--- src/buck_fault_pkg.sv ---
// constants, types and register map of the buck fault and hiccup sequencer
// assumes one 25 MHz oscillator clock and digitised comparator levels from the power stage
//
// Functional notes
// - overcurrent counter held off below hiccup threshold
// - count overcurrent pulses while above threshold, clamped
// - clamp flag low clears overcurrent counter
// - count 120 sets hiccup latch, compensation pull-down
// - hiccup latch enables small soft-start discharge sink
// - reset level clears latch, sink off, charge on
// - above offset release compensation, resume switching; code already releases compensation on entering PH_START
// - hiccup cycles repeat while short persists
// - boot capacitor missing: hiccup after 7 cycles
// - boot shorted: hiccup after 120, unless overvoltage
// - boot faults non-latched, same hiccup timing
// - switch node negative over 50 ns: hiccup
// - shorted catch diode: hiccup after one fault
// - overvoltage stops high side, power-good low
// - low side keeps working during overvoltage
// - overvoltage non-latched, recovers when feedback drops
// - over-temperature: stop, power-good low, pull nodes low
// - thermal shutdown non-latched, auto restart when cool

package buck_fault_pkg;

  // timing
  localparam int CLK_PERIOD_NS = 40; // oscillator period
  localparam int DIODE_MIN_NS = 50; // least time below the negative threshold
  localparam int DIODE_MIN_CYC_I = (DIODE_MIN_NS + CLK_PERIOD_NS - 1) / CLK_PERIOD_NS;
  localparam logic [1:0] DIODE_MIN_CYC = 2'(DIODE_MIN_CYC_I); // rounded up

  // fault counts
  localparam int CNT_W = 7; // width of the overcurrent and boot fault counters
  localparam logic [6:0] OVERCURRENT_COUNT_LIMIT = 7'h78; // 120 pulses
  localparam logic [6:0] BOOT_OPEN_LIMIT = 7'h07; // 7 switching cycles
  localparam logic [6:0] BOOT_SHORT_LIMIT = 7'h78; // 120 switching cycles

  // register map, byte addresses
  localparam logic [7:0] ADDR_CTRL = 8'h00; // bit 0 software enable
  localparam logic [7:0] ADDR_STATUS = 8'h04; // phase, latch and fault levels
  localparam logic [7:0] ADDR_HICCUPS = 8'h08; // number of hiccup entries
  localparam logic [31:0] CTRL_RESET = 32'h0000_0001; // enabled after reset
  localparam logic [1:0] RESP_OKAY = 2'h0;
  localparam logic [1:0] RESP_SLVERR = 2'h2;

  // sequencer phases
  typedef enum logic [1:0] {
    PH_START = 2'b00, // soft start charging, not yet switching
    PH_RUN = 2'b01, // switching
    PH_HICCUP = 2'b10, // hiccup latch set, slow discharge
    PH_HOLD = 2'b11 // disabled or overheated, nodes pulled low
  } phase_t;

  // digitised comparator levels from the analog stage
  typedef struct packed {
    logic ssAboveHiccup; // soft start above hiccup_enable_threshold
    logic ssAboveOffset; // soft start above the start offset
    logic ssAtReset; // soft start at or below softstart_reset_level
    logic compClamp; // comp_clamp_flag
    logic ocPulse; // overcurrent comparator pulse
    logic bootOpen; // boot capacitor missing
    logic bootShort; // boot capacitor shorted
    logic pwmCycle; // one pulse per switching cycle
    logic swBelowNeg; // switch_node below the diode-fault threshold
    logic hsExtremeCurrent; // shorted catch diode current
    logic fbOverVolt; // feedback_node above overvoltage_threshold
    logic thermalShutdown; // thermal_shutdown indication
    logic enable; // regulator enable
  } cmp_t;

  // controls to the analog stage
  typedef struct packed {
    logic hiccupLatch; // hiccup latch state
    logic compPullDown; // strong compensation pull-down
    logic hiccupDischargeSink; // hiccup_discharge_sink
    logic softstartChargeSource; // softstart_charge_source
    logic ssPullDown; // fast soft-start pull-down
    logic highSideEn; // high-side pulses allowed
    logic lowSideEn; // low-side switch allowed
    logic powerGoodNOut; // power_good_n output level
    logic powerGoodNOe; // power_good_n driven low when high
  } drv_t;

endpackage

--- src/buck_fault_hiccup_control.sv ---
// fault counters, hiccup latch and soft-start sequencing of the buck regulator
// assumes asynchronous comparator levels and an AXI4-Lite master on the same clock
//
// Our own choices: the AXI4-Lite slave port and the register addresses.
`timescale 1ns/1ns

module buck_fault_hiccup_control (
  input wire logic clock,
  input wire logic nrst,
  input wire buck_fault_pkg::cmp_t cmpIn,
  output buck_fault_pkg::drv_t drvOut,
  input wire logic [7:0] s_axi_awaddr,
  input wire logic s_axi_awvalid,
  output logic s_axi_awready,
  input wire logic [31:0] s_axi_wdata,
  input wire logic [3:0] s_axi_wstrb,
  input wire logic s_axi_wvalid,
  output logic s_axi_wready,
  output logic [1:0] s_axi_bresp,
  output logic s_axi_bvalid,
  input wire logic s_axi_bready,
  input wire logic [7:0] s_axi_araddr,
  input wire logic s_axi_arvalid,
  output logic s_axi_arready,
  output logic [31:0] s_axi_rdata,
  output logic [1:0] s_axi_rresp,
  output logic s_axi_rvalid,
  input wire logic s_axi_rready
);

  // reset release pipe
  logic [1:0] rstPipe_ff;
  logic rstN; // synchronised reset, active low

  always_ff @(posedge clock or negedge nrst) begin
    if (!nrst) begin
      rstPipe_ff <= 2'h0;
    end else begin
      rstPipe_ff <= {rstPipe_ff[0], 1'b1};
    end
  end
  assign rstN = rstPipe_ff[1];

  // comparator synchronisers and edge history
  buck_fault_pkg::cmp_t sync1_ff; // first stage, read only by sync2_ff
  buck_fault_pkg::cmp_t sync2_ff; // usable level
  buck_fault_pkg::cmp_t sync3_ff; // previous level for edges

  // two stages before any logic reads the levels
  always_ff @(posedge clock or negedge rstN) begin
    if (!rstN) begin
      sync1_ff <= '0;
      sync2_ff <= '0;
      sync3_ff <= '0;
    end else begin
      sync1_ff <= cmpIn;
      sync2_ff <= sync1_ff;
      sync3_ff <= sync2_ff;
    end
  end

  // sequencer state
  buck_fault_pkg::phase_t phase_ff, nxt_phase;
  logic [6:0] ocCnt_ff, nxt_ocCnt; // overcurrent pulses
  logic [6:0] bootOpenCnt_ff, nxt_bootOpenCnt; // cycles with capacitor missing
  logic [6:0] bootShortCnt_ff, nxt_bootShortCnt; // cycles with capacitor shorted
  logic [1:0] negCnt_ff, nxt_negCnt; // cycles with switch node negative
  logic [15:0] hiccups_ff, nxt_hiccups; // hiccup entries seen
  buck_fault_pkg::drv_t drv_ff, nxt_drv;
  logic [31:0] ctrl_ff, nxt_ctrl; // software control register

  logic ocRise; // new overcurrent pulse
  logic cycRise; // new switching cycle
  logic armed; // fault counting allowed
  logic runOk; // regulator enabled and cool
  logic ocTrip, bootOpenTrip, bootShortTrip, diodeTrip, trip;

  // fault counting and phase sequencing
  always_comb begin
    ocRise = sync2_ff.ocPulse & ~sync3_ff.ocPulse;
    cycRise = sync2_ff.pwmCycle & ~sync3_ff.pwmCycle;
    armed = (phase_ff == buck_fault_pkg::PH_START) || (phase_ff == buck_fault_pkg::PH_RUN);
    runOk = sync2_ff.enable & ctrl_ff[0] & ~sync2_ff.thermalShutdown;
    nxt_phase = phase_ff;
    nxt_hiccups = hiccups_ff;

    // overcurrent counter only runs above threshold and while clamped
    if (!armed || !sync2_ff.ssAboveHiccup || !sync2_ff.compClamp) begin
      nxt_ocCnt = 7'h00;
    end else if (ocRise) begin
      nxt_ocCnt = ocCnt_ff + 7'h01;
    end else begin
      nxt_ocCnt = ocCnt_ff;
    end
    ocTrip = (nxt_ocCnt == buck_fault_pkg::OVERCURRENT_COUNT_LIMIT);

    // boot faults count switching cycles and drop when the fault goes away
    if (!armed || !sync2_ff.bootOpen) begin
      nxt_bootOpenCnt = 7'h00;
    end else if (cycRise) begin
      nxt_bootOpenCnt = bootOpenCnt_ff + 7'h01;
    end else begin
      nxt_bootOpenCnt = bootOpenCnt_ff;
    end
    bootOpenTrip = (nxt_bootOpenCnt == buck_fault_pkg::BOOT_OPEN_LIMIT);

    // a shorted boot capacitor is ignored while overvoltage is seen
    if (!armed || !sync2_ff.bootShort || sync2_ff.fbOverVolt) begin
      nxt_bootShortCnt = 7'h00;
    end else if (cycRise) begin
      nxt_bootShortCnt = bootShortCnt_ff + 7'h01;
    end else begin
      nxt_bootShortCnt = bootShortCnt_ff;
    end
    bootShortTrip = (nxt_bootShortCnt == buck_fault_pkg::BOOT_SHORT_LIMIT);

    // negative switch node must last the least time, counter saturates
    if (!armed || !sync2_ff.swBelowNeg) begin
      nxt_negCnt = 2'h0;
    end else if (negCnt_ff != buck_fault_pkg::DIODE_MIN_CYC) begin
      nxt_negCnt = negCnt_ff + 2'h1;
    end else begin
      nxt_negCnt = negCnt_ff;
    end
    diodeTrip = (nxt_negCnt == buck_fault_pkg::DIODE_MIN_CYC);

    // single shorted-diode fault trips with no counting
    trip = armed & (ocTrip | bootOpenTrip | bootShortTrip | diodeTrip
                    | sync2_ff.hsExtremeCurrent);

    case (phase_ff)
      buck_fault_pkg::PH_START: begin
        // charging, wait for the offset before switching
        if (trip) begin
          nxt_phase = buck_fault_pkg::PH_HICCUP;
        end else if (sync2_ff.ssAboveOffset) begin
          nxt_phase = buck_fault_pkg::PH_RUN;
        end
      end
      buck_fault_pkg::PH_RUN: begin
        // switching, any fault limit enters hiccup
        if (trip) begin
          nxt_phase = buck_fault_pkg::PH_HICCUP;
        end else if (!sync2_ff.ssAboveOffset) begin
          nxt_phase = buck_fault_pkg::PH_START;
        end
      end
      buck_fault_pkg::PH_HICCUP: begin
        // slow discharge until the reset level, then a fresh soft start
        if (sync2_ff.ssAtReset) begin
          nxt_phase = buck_fault_pkg::PH_START;
        end
      end
      buck_fault_pkg::PH_HOLD: begin
        // restart only once cool, enabled and discharged
        if (runOk && sync2_ff.ssAtReset) begin
          nxt_phase = buck_fault_pkg::PH_START;
        end
      end
      default: begin
        nxt_phase = buck_fault_pkg::PH_HOLD;
      end
    endcase

    // disable and over-temperature override every phase
    if (!runOk) begin
      nxt_phase = buck_fault_pkg::PH_HOLD;
    end

    if (nxt_phase == buck_fault_pkg::PH_HICCUP && phase_ff != buck_fault_pkg::PH_HICCUP) begin
      nxt_hiccups = hiccups_ff + 16'h0001;
    end
  end

  // controls follow the next phase so they change with it
  always_comb begin
    nxt_drv = '0;
    nxt_drv.hiccupLatch = (nxt_phase == buck_fault_pkg::PH_HICCUP);
    nxt_drv.hiccupDischargeSink = (nxt_phase == buck_fault_pkg::PH_HICCUP);
    nxt_drv.compPullDown = (nxt_phase == buck_fault_pkg::PH_HICCUP)
                           || (nxt_phase == buck_fault_pkg::PH_HOLD);
    nxt_drv.ssPullDown = (nxt_phase == buck_fault_pkg::PH_HOLD);
    nxt_drv.softstartChargeSource = (nxt_phase == buck_fault_pkg::PH_START)
                                    || (nxt_phase == buck_fault_pkg::PH_RUN);
    // high side stops while feedback is too high, resumes when it drops
    nxt_drv.highSideEn = (nxt_phase == buck_fault_pkg::PH_RUN)
                         && !sync2_ff.fbOverVolt;
    // low side may still pull an externally driven output down
    nxt_drv.lowSideEn = (nxt_phase == buck_fault_pkg::PH_RUN);
    // open-drain power-good, only ever driven low
    nxt_drv.powerGoodNOut = 1'b0;
    nxt_drv.powerGoodNOe = sync2_ff.fbOverVolt || sync2_ff.thermalShutdown;
  end

  // sequencer registers
  always_ff @(posedge clock or negedge rstN) begin
    if (!rstN) begin
      phase_ff <= buck_fault_pkg::PH_HOLD;
      ocCnt_ff <= 7'h00;
      bootOpenCnt_ff <= 7'h00;
      bootShortCnt_ff <= 7'h00;
      negCnt_ff <= 2'h0;
      hiccups_ff <= 16'h0000;
      drv_ff <= '0;
    end else begin
      phase_ff <= nxt_phase;
      ocCnt_ff <= nxt_ocCnt;
      bootOpenCnt_ff <= nxt_bootOpenCnt;
      bootShortCnt_ff <= nxt_bootShortCnt;
      negCnt_ff <= nxt_negCnt;
      hiccups_ff <= nxt_hiccups;
      drv_ff <= nxt_drv;
    end
  end
  assign drvOut = drv_ff;

  // AXI4-Lite slave state
  logic awready_ff, nxt_awready; // address and data taken together
  logic bvalid_ff, nxt_bvalid;
  logic [1:0] bresp_ff, nxt_bresp;
  logic arready_ff, nxt_arready;
  logic rvalid_ff, nxt_rvalid;
  logic [1:0] rresp_ff, nxt_rresp;
  logic [31:0] rdata_ff, nxt_rdata;
  logic wrTake, rdTake;

  // one write and one read at a time, ready pulses for one cycle
  always_comb begin
    wrTake = awready_ff & s_axi_awvalid & s_axi_wvalid;
    rdTake = arready_ff & s_axi_arvalid;
    nxt_awready = s_axi_awvalid & s_axi_wvalid & ~awready_ff & ~bvalid_ff;
    nxt_arready = s_axi_arvalid & ~arready_ff & ~rvalid_ff;
    nxt_ctrl = ctrl_ff;
    nxt_bvalid = bvalid_ff & ~s_axi_bready;
    nxt_bresp = bresp_ff;
    nxt_rvalid = rvalid_ff & ~s_axi_rready;
    nxt_rresp = rresp_ff;
    nxt_rdata = rdata_ff;
    if (wrTake) begin
      // only the control word is writable, lane 0 holds its bit
      nxt_bvalid = 1'b1;
      if (s_axi_awaddr == buck_fault_pkg::ADDR_CTRL) begin
        nxt_bresp = buck_fault_pkg::RESP_OKAY;
        if (s_axi_wstrb[0]) begin
          nxt_ctrl = {31'h0000_0000, s_axi_wdata[0]};
        end
      end else if (s_axi_awaddr == buck_fault_pkg::ADDR_STATUS
                   || s_axi_awaddr == buck_fault_pkg::ADDR_HICCUPS) begin
        nxt_bresp = buck_fault_pkg::RESP_OKAY; // read-only, write ignored
      end else begin
        nxt_bresp = buck_fault_pkg::RESP_SLVERR; // unmapped
      end
    end
    if (rdTake) begin
      nxt_rvalid = 1'b1;
      nxt_rresp = buck_fault_pkg::RESP_OKAY;
      case (s_axi_araddr)
        buck_fault_pkg::ADDR_CTRL: begin
          nxt_rdata = ctrl_ff;
        end
        buck_fault_pkg::ADDR_STATUS: begin
          nxt_rdata = {17'h00000, ocCnt_ff, 3'h0, sync2_ff.fbOverVolt,
                       sync2_ff.thermalShutdown, drv_ff.hiccupLatch, phase_ff};
        end
        buck_fault_pkg::ADDR_HICCUPS: begin
          nxt_rdata = {16'h0000, hiccups_ff};
        end
        default: begin
          nxt_rdata = 32'h0000_0000;
          nxt_rresp = buck_fault_pkg::RESP_SLVERR;
        end
      endcase
    end
  end

  // bus registers
  always_ff @(posedge clock or negedge rstN) begin
    if (!rstN) begin
      awready_ff <= 1'b0;
      bvalid_ff <= 1'b0;
      bresp_ff <= 2'h0;
      arready_ff <= 1'b0;
      rvalid_ff <= 1'b0;
      rresp_ff <= 2'h0;
      rdata_ff <= 32'h0000_0000;
      ctrl_ff <= buck_fault_pkg::CTRL_RESET;
    end else begin
      awready_ff <= nxt_awready;
      bvalid_ff <= nxt_bvalid;
      bresp_ff <= nxt_bresp;
      arready_ff <= nxt_arready;
      rvalid_ff <= nxt_rvalid;
      rresp_ff <= nxt_rresp;
      rdata_ff <= nxt_rdata;
      ctrl_ff <= nxt_ctrl;
    end
  end
  assign s_axi_awready = awready_ff;
  assign s_axi_wready = awready_ff;
  assign s_axi_bvalid = bvalid_ff;
  assign s_axi_bresp = bresp_ff;
  assign s_axi_arready = arready_ff;
  assign s_axi_rvalid = rvalid_ff;
  assign s_axi_rresp = rresp_ff;
  assign s_axi_rdata = rdata_ff;
endmodule

--- config.mk ---
export PLATFORM = sky130hd
export DESIGN_NAME = buck_fault_hiccup_control
export DESIGN_NICKNAME = d
export VERILOG_FILES = /design/src/buck_fault_pkg.sv /design/src/buck_fault_hiccup_control.sv
export SDC_FILE = /design/constraint.sdc
export NUM_CORES = 1
export LEC_CHECK = 0
export CAP_MARGIN = 5
export CORE_AREA = 3 3 92 94
export CTS_CLUSTER_SIZE = 10
export DETAILED_ROUTE_END_ITERATION = 8
export DIE_AREA = 0 0 95 97
export DONT_BUFFER_PORTS = 1
export PLACE_DENSITY = 0.83
export SYNTH_ARGS = -nofsm -noshare
export SYNTH_HDL_FRONTEND = slang
export SYNTH_SLANG_ARGS = --single-unit
--- constraint.sdc ---
create_clock -name clock -period 2.9 [get_ports clock]
set_input_delay 0.725 -clock clock [delete_from_list [all_inputs] [get_ports clock]]
set_output_delay 0.725 -clock clock [all_outputs]
set_load 0.02 [all_outputs]
After elaboration in Yosys (flattened, before gate mapping) --
Cells that the tools add are included. Widths: inputs -> output; s select.
Word-level totals: output and inout bits 50, flip-flop bits (word level) 119, logic and storage cells 148
Cells by class: bitwise gates (word level) 28, reduce and logical (&&, ||, !) cells 27, muxes and demuxes 22, add/subtract/negate cells 5, eq/ne operators 16
Operators with widths (count):
- $pmux 16 s3 | 1
- $mux 7 | 6
- $mux 2 | 12
- $add 7x1->7 const B | 3
- $add 16x1->16 const B | 1
- $eq 8x3->1 const B | 2
- $eq 8x4->1 const B | 2
- $logic_not 8->1 | 2
- $and 1x1->1 | 15
- $eq 7x7->1 const B | 2
- $logic_or 1x1->1 | 11
- $eq 2x2->1 const B | 5
- $not 1->1 | 9
- $pmux 2 s4 | 1
- $eq 7x3->1 const B | 1
- $logic_not 1->1 | 7
- $eq 2x1->1 const B | 2
- $logic_not 2->1 | 2
- $ne 2x2->1 const B | 2
- $or 1x1->1 | 4
- $logic_and 1x1->1 | 3
- $reduce_and 3->1 | 1
- $reduce_or 3->1 | 1
- $add 2x1->2 const B | 1
- $mux 1 | 2

Depth between registers and ports, before layout --
depth in word-level cells 17, depth in mapped cells 9, depth with buffers taken out 8

Worst setup path after synthesis --
Ideal clock, no wire load.
path type input -> register, start input s_axi_araddr[5], end register rdata_ff[14], in the netlist s_axi_rdata[14], arrival time 2.002 ns, setup time 0.083 ns, cell stages on the path 6, setup slack 0.816 ns, path through nor4_1 > nand2_1 > nor3b_2 > clkbuf_1 > a22oi_1 > o21ai_0
On the way: word-level cells in the longest chain between the ends 2, elaborated cells on any way between the ends 4, those cells by class eq/ne (2); mux (1); reduce/logical (1)
Ends and longest elaborated chain:
- from (decl) | line buck_fault_hiccup_control.sv:22 | input wire logic [7:0] s_axi_araddr,
- $eq 8x4->1 (tied with other cells) | line buck_fault_hiccup_control.sv:257 | case (s_axi_araddr)
- $pmux 16 s3 (*) | line buck_fault_hiccup_control.sv:257
- to (signal assigned) | line buck_fault_hiccup_control.sv:294 | rdata_ff <= nxt_rdata;
- to (decl) | line buck_fault_hiccup_control.sv:224 | logic [31:0] rdata_ff, nxt_rdata;
Every way passes the cells marked *; elsewhere a longest branch is shown, timed or not. A chain may end at the register's enable or synchronous reset.

==> impl_metrics.toml <==
[outcome]
outcome = "complete, no violations"

[route]
met1_length_um = 3300
met2WireLength_um = 3450
drt-total-wl_um = 7430
dr_total_vias = 2721
drt_iter0_markers = 131
routedWlPerCell_um = 15.1
wl_met3_um = 527
ant_nets = 0
drc = 0
dr.pass1.iters = 4
viasPerCell = 5.52
dr.max_layer_used = "met4"

[synthesis]
yosysWarnings = 0
synth_top_area_cell = "dfrtp_1"
ys_seq_area_share_pct = 58.5
yosysTopAreaCellShare_pct = 56.6
syn_area_um2 = 4330
synthAdderAreaFrac_pct = 1.44
synthTopCellsByArea = "dfrtp_1, xnor2_1, buf_4"
ys_ff_latch = 101
avgSynthCellArea_um2 = 11.1
yosys.area_share.simple_pct = 17.6
synth_edf_count = 0
synth_top_family_by_area = "simple AND/OR/NAND/NOR gates"
synth_cells = 389
synth_xor_xnor_area_share_pct = 6.88
async_reset_ff_share_pct = 100
synth_compound_area_share_pct = 7.86
synthFlopType = "dfrtp_1"
muxShareOfSynthArea_pct = 1.56
synthDistinctLibCells = 50

[sta]
layout_setup_ws_ns = 0.281
rsz0062_at_grt = "false"
drv_slew = 0
hold_viol_final = 0
fin_hold_ws_ns = 0.0448
fin_skew_ns = 0.0202
period_minus_slack_ns = 2.62
finalSetupViolCount = 0
worst_pin_slew_ns = 0.711
maxSlewHeadroom_pct = 52.5
fin_crit_sh_pct = 90.3
tns_ns = 0
fmax_mhz = 382

[power]
p_seq_share_pct = 61.7
netSwitchingPower_uw = 574
p_int_mw = 1.82
ir_drop_uv = 326
p_per_area_nw_per_um2 = 529
sw_frac_of_total_pct = 24.0
fin_total_pwr_mw = 2.39
power_leakage_nw = 1.93
p_comb_share_pct = 3.3
pwr-share-clk_pct = 35.0

[cells_and_area]
layout_commonest_cell = "dfrtp_1"
nets = 463
fillCellCount = 657
layout.cells.non_filler = 493
syn2layout_area_growth_pct = 4.59
layout_common_cells = "dfrtp_1, nand2_1, nor2_1"
drive_gt1_share_pct = 8.44
insertedDiodeCount = 0

[clock_tree]
clk_pin_slew_ns = 0.09
cts_tree = "yes"
root_buffer = "clkbuf_8"
insertion_delay_ns = 0.37
ctsHtreeMaxLevel = 3
cts-resized-gates = 0
numCtsBuffers = 9
clock_path_buffers = 2
clock-sinks = 101
cts_setup_buffers = 0
hold_buffers = 0

[critical_path]
critical_path_class = "flip-flop to flip-flop"
required_ns = 3.13
rrSetupSlack_ns = 0.28
r2r_cells = 7
arrival_ns = 2.85
end_kind = "flip-flop"
critical_path.startpoint_type = "flip-flop"
cp_max_fo = 20

[die]
ioPinCount = 122
dieArea_um2 = 9220
die_y_um = 97
core_region_area_um2 = 7730
rows = 32
die_x_um = 95
start_util_pct = 56.0

[grt]
grt_max_degree = 62
track_usage_pct = 17.3
grt_overflow_total = 0
grt_pass1_wl_um = 12500
antenna_found_initial = 0
grt_pass1_vias = 2667

[job]
drv_cap = 0

[placed_design]
gp_congestion = 0.864
dp_hpwl_um = 5280
port_buffers = 0
dp_cells = 477
dp_slack_ns = 0.245

[hold_path]
hold_class = "primary input to asynchronous set/reset pin"
==> power by group through the flow <==
stage                     clock network, mW  registers, mW  logic (mW)
after floorplan                           0           1.51      0.0778
after global placement                    0           1.51      0.0785
after detailed placement                  0           1.51      0.0802
after CTS                             0.858           1.48      0.0805
after global routing                  0.918           1.48      0.0898
final                                 0.837           1.48      0.0793
==> worst paths after layout <==
| path | startpoint | end |
|---|---|---|
| worst max register to register | ocCnt_ff[0] | drvOut[3] |
| max in group asynchronous | rstPipe_ff[1] | phase_ff[1] |
| min in group clock | sync1_ff[11] | sync2_ff[11] |
| worst max-delay path | ocCnt_ff[0] | drvOut[3] |
| worst min-delay path | nrst | rstPipe_ff[1] |
| worst min register to register | rstPipe_ff[1] | ocCnt_ff[5] |
==> final cells by class <==
cell class | instances | area, µm² | area share, %
flip-flops and latches | 101 | 2530 | 56.0
repair buffers | 4 | 42.5 | 0.939
multi-input cells | 262 | 1610 | 35.5
clock inverters | 4 | 32.5 | 0.718
inverters | 8 | 30.0 | 0.663
well taps | 102 | 128 | 2.82
clock buffers | 12 | 155 | 3.43
==> synthesized netlist by cell type (2+ instances only) <==
library cell and instances:
dfrtp_1 98, nand2_1 38, nor2_1 25, buf_4 23, o21ai_0 23, xnor2_1 23, nand4_1 17, a22oi_1 12
xor2_1 11, clkbuf_1 10, a21oi_1 8, and3_1 8, inv_1 8, nand3_1 8, nand2b_1 7, and2_1 5
ha_1 5, nand4b_1 4, nor3_1 4, or3_1 4, dfstp_2 3, mux2i_1 3, nand3b_1 3, nor2b_1 3
nor3b_1 3, nor4_1 3, o21bai_1 3, and3b_1 2, and4_1 2, conb_1 2, mux2_2 2
==> layer usage <==
layer,GRT usage (%),vias to the layer above
li1,-,1294
met5,0,-
met2,25.8,89
met4,8.10,0
met1,23.8,1326
met3,3.97,12
==> worst max-delay path, stage by stage (launching register included) <==
cell	delay [ns]
dfrtp_1	0.50
ha_1	0.32
a21oi_1	0.07
o311ai_0	0.32
o21ai_0	0.15
o211ai_1	0.15
nand4_2	0.47
nor4_1	0.51
==> state kept, by name (all words and copies together) (netlist names) <==
name,cells
hiccups_ff,16
s_axi_rdata,16
sync1_ff,13
sync2_ff,13
bootOpenCnt_ff,7
bootShortCnt_ff,7
drvOut,7
ocCnt_ff,7
negCnt_ff,2
phase_ff,2
rstPipe_ff,2
sync3_ff,2
ctrl_ff,1
s_axi_arready,1
s_axi_awready,1
s_axi_bresp,1
s_axi_bvalid,1
s_axi_rresp,1
s_axi_rvalid,1
==> kinds of logic after synthesis <==
| group | Yosys count |
|---|---|
| other | 2 |
| buffers and inverters | 44 |
| xor gates and xnor gates | 34 |
| and+or+nand+nor | 142 |
| AOI/OAI and AO/OA | 55 |
| muxes | 6 |
| DFF | 101 |
| adders and majority gates | 5 |
==> per-stage QoR <==
| step | instance area, µm² | util [%] |
|---|---|---|
| after floorplan | 4400 | - |
| after global placement | 4340 | 56.2 |
| after detailed placement | 4340 | 56.2 |
| after CTS | 4530 | 58.6 |
| after global routing | 4530 | 58.6 |
| final | 4530 | 58.6 |
Power figures use the tool's default switching activity.
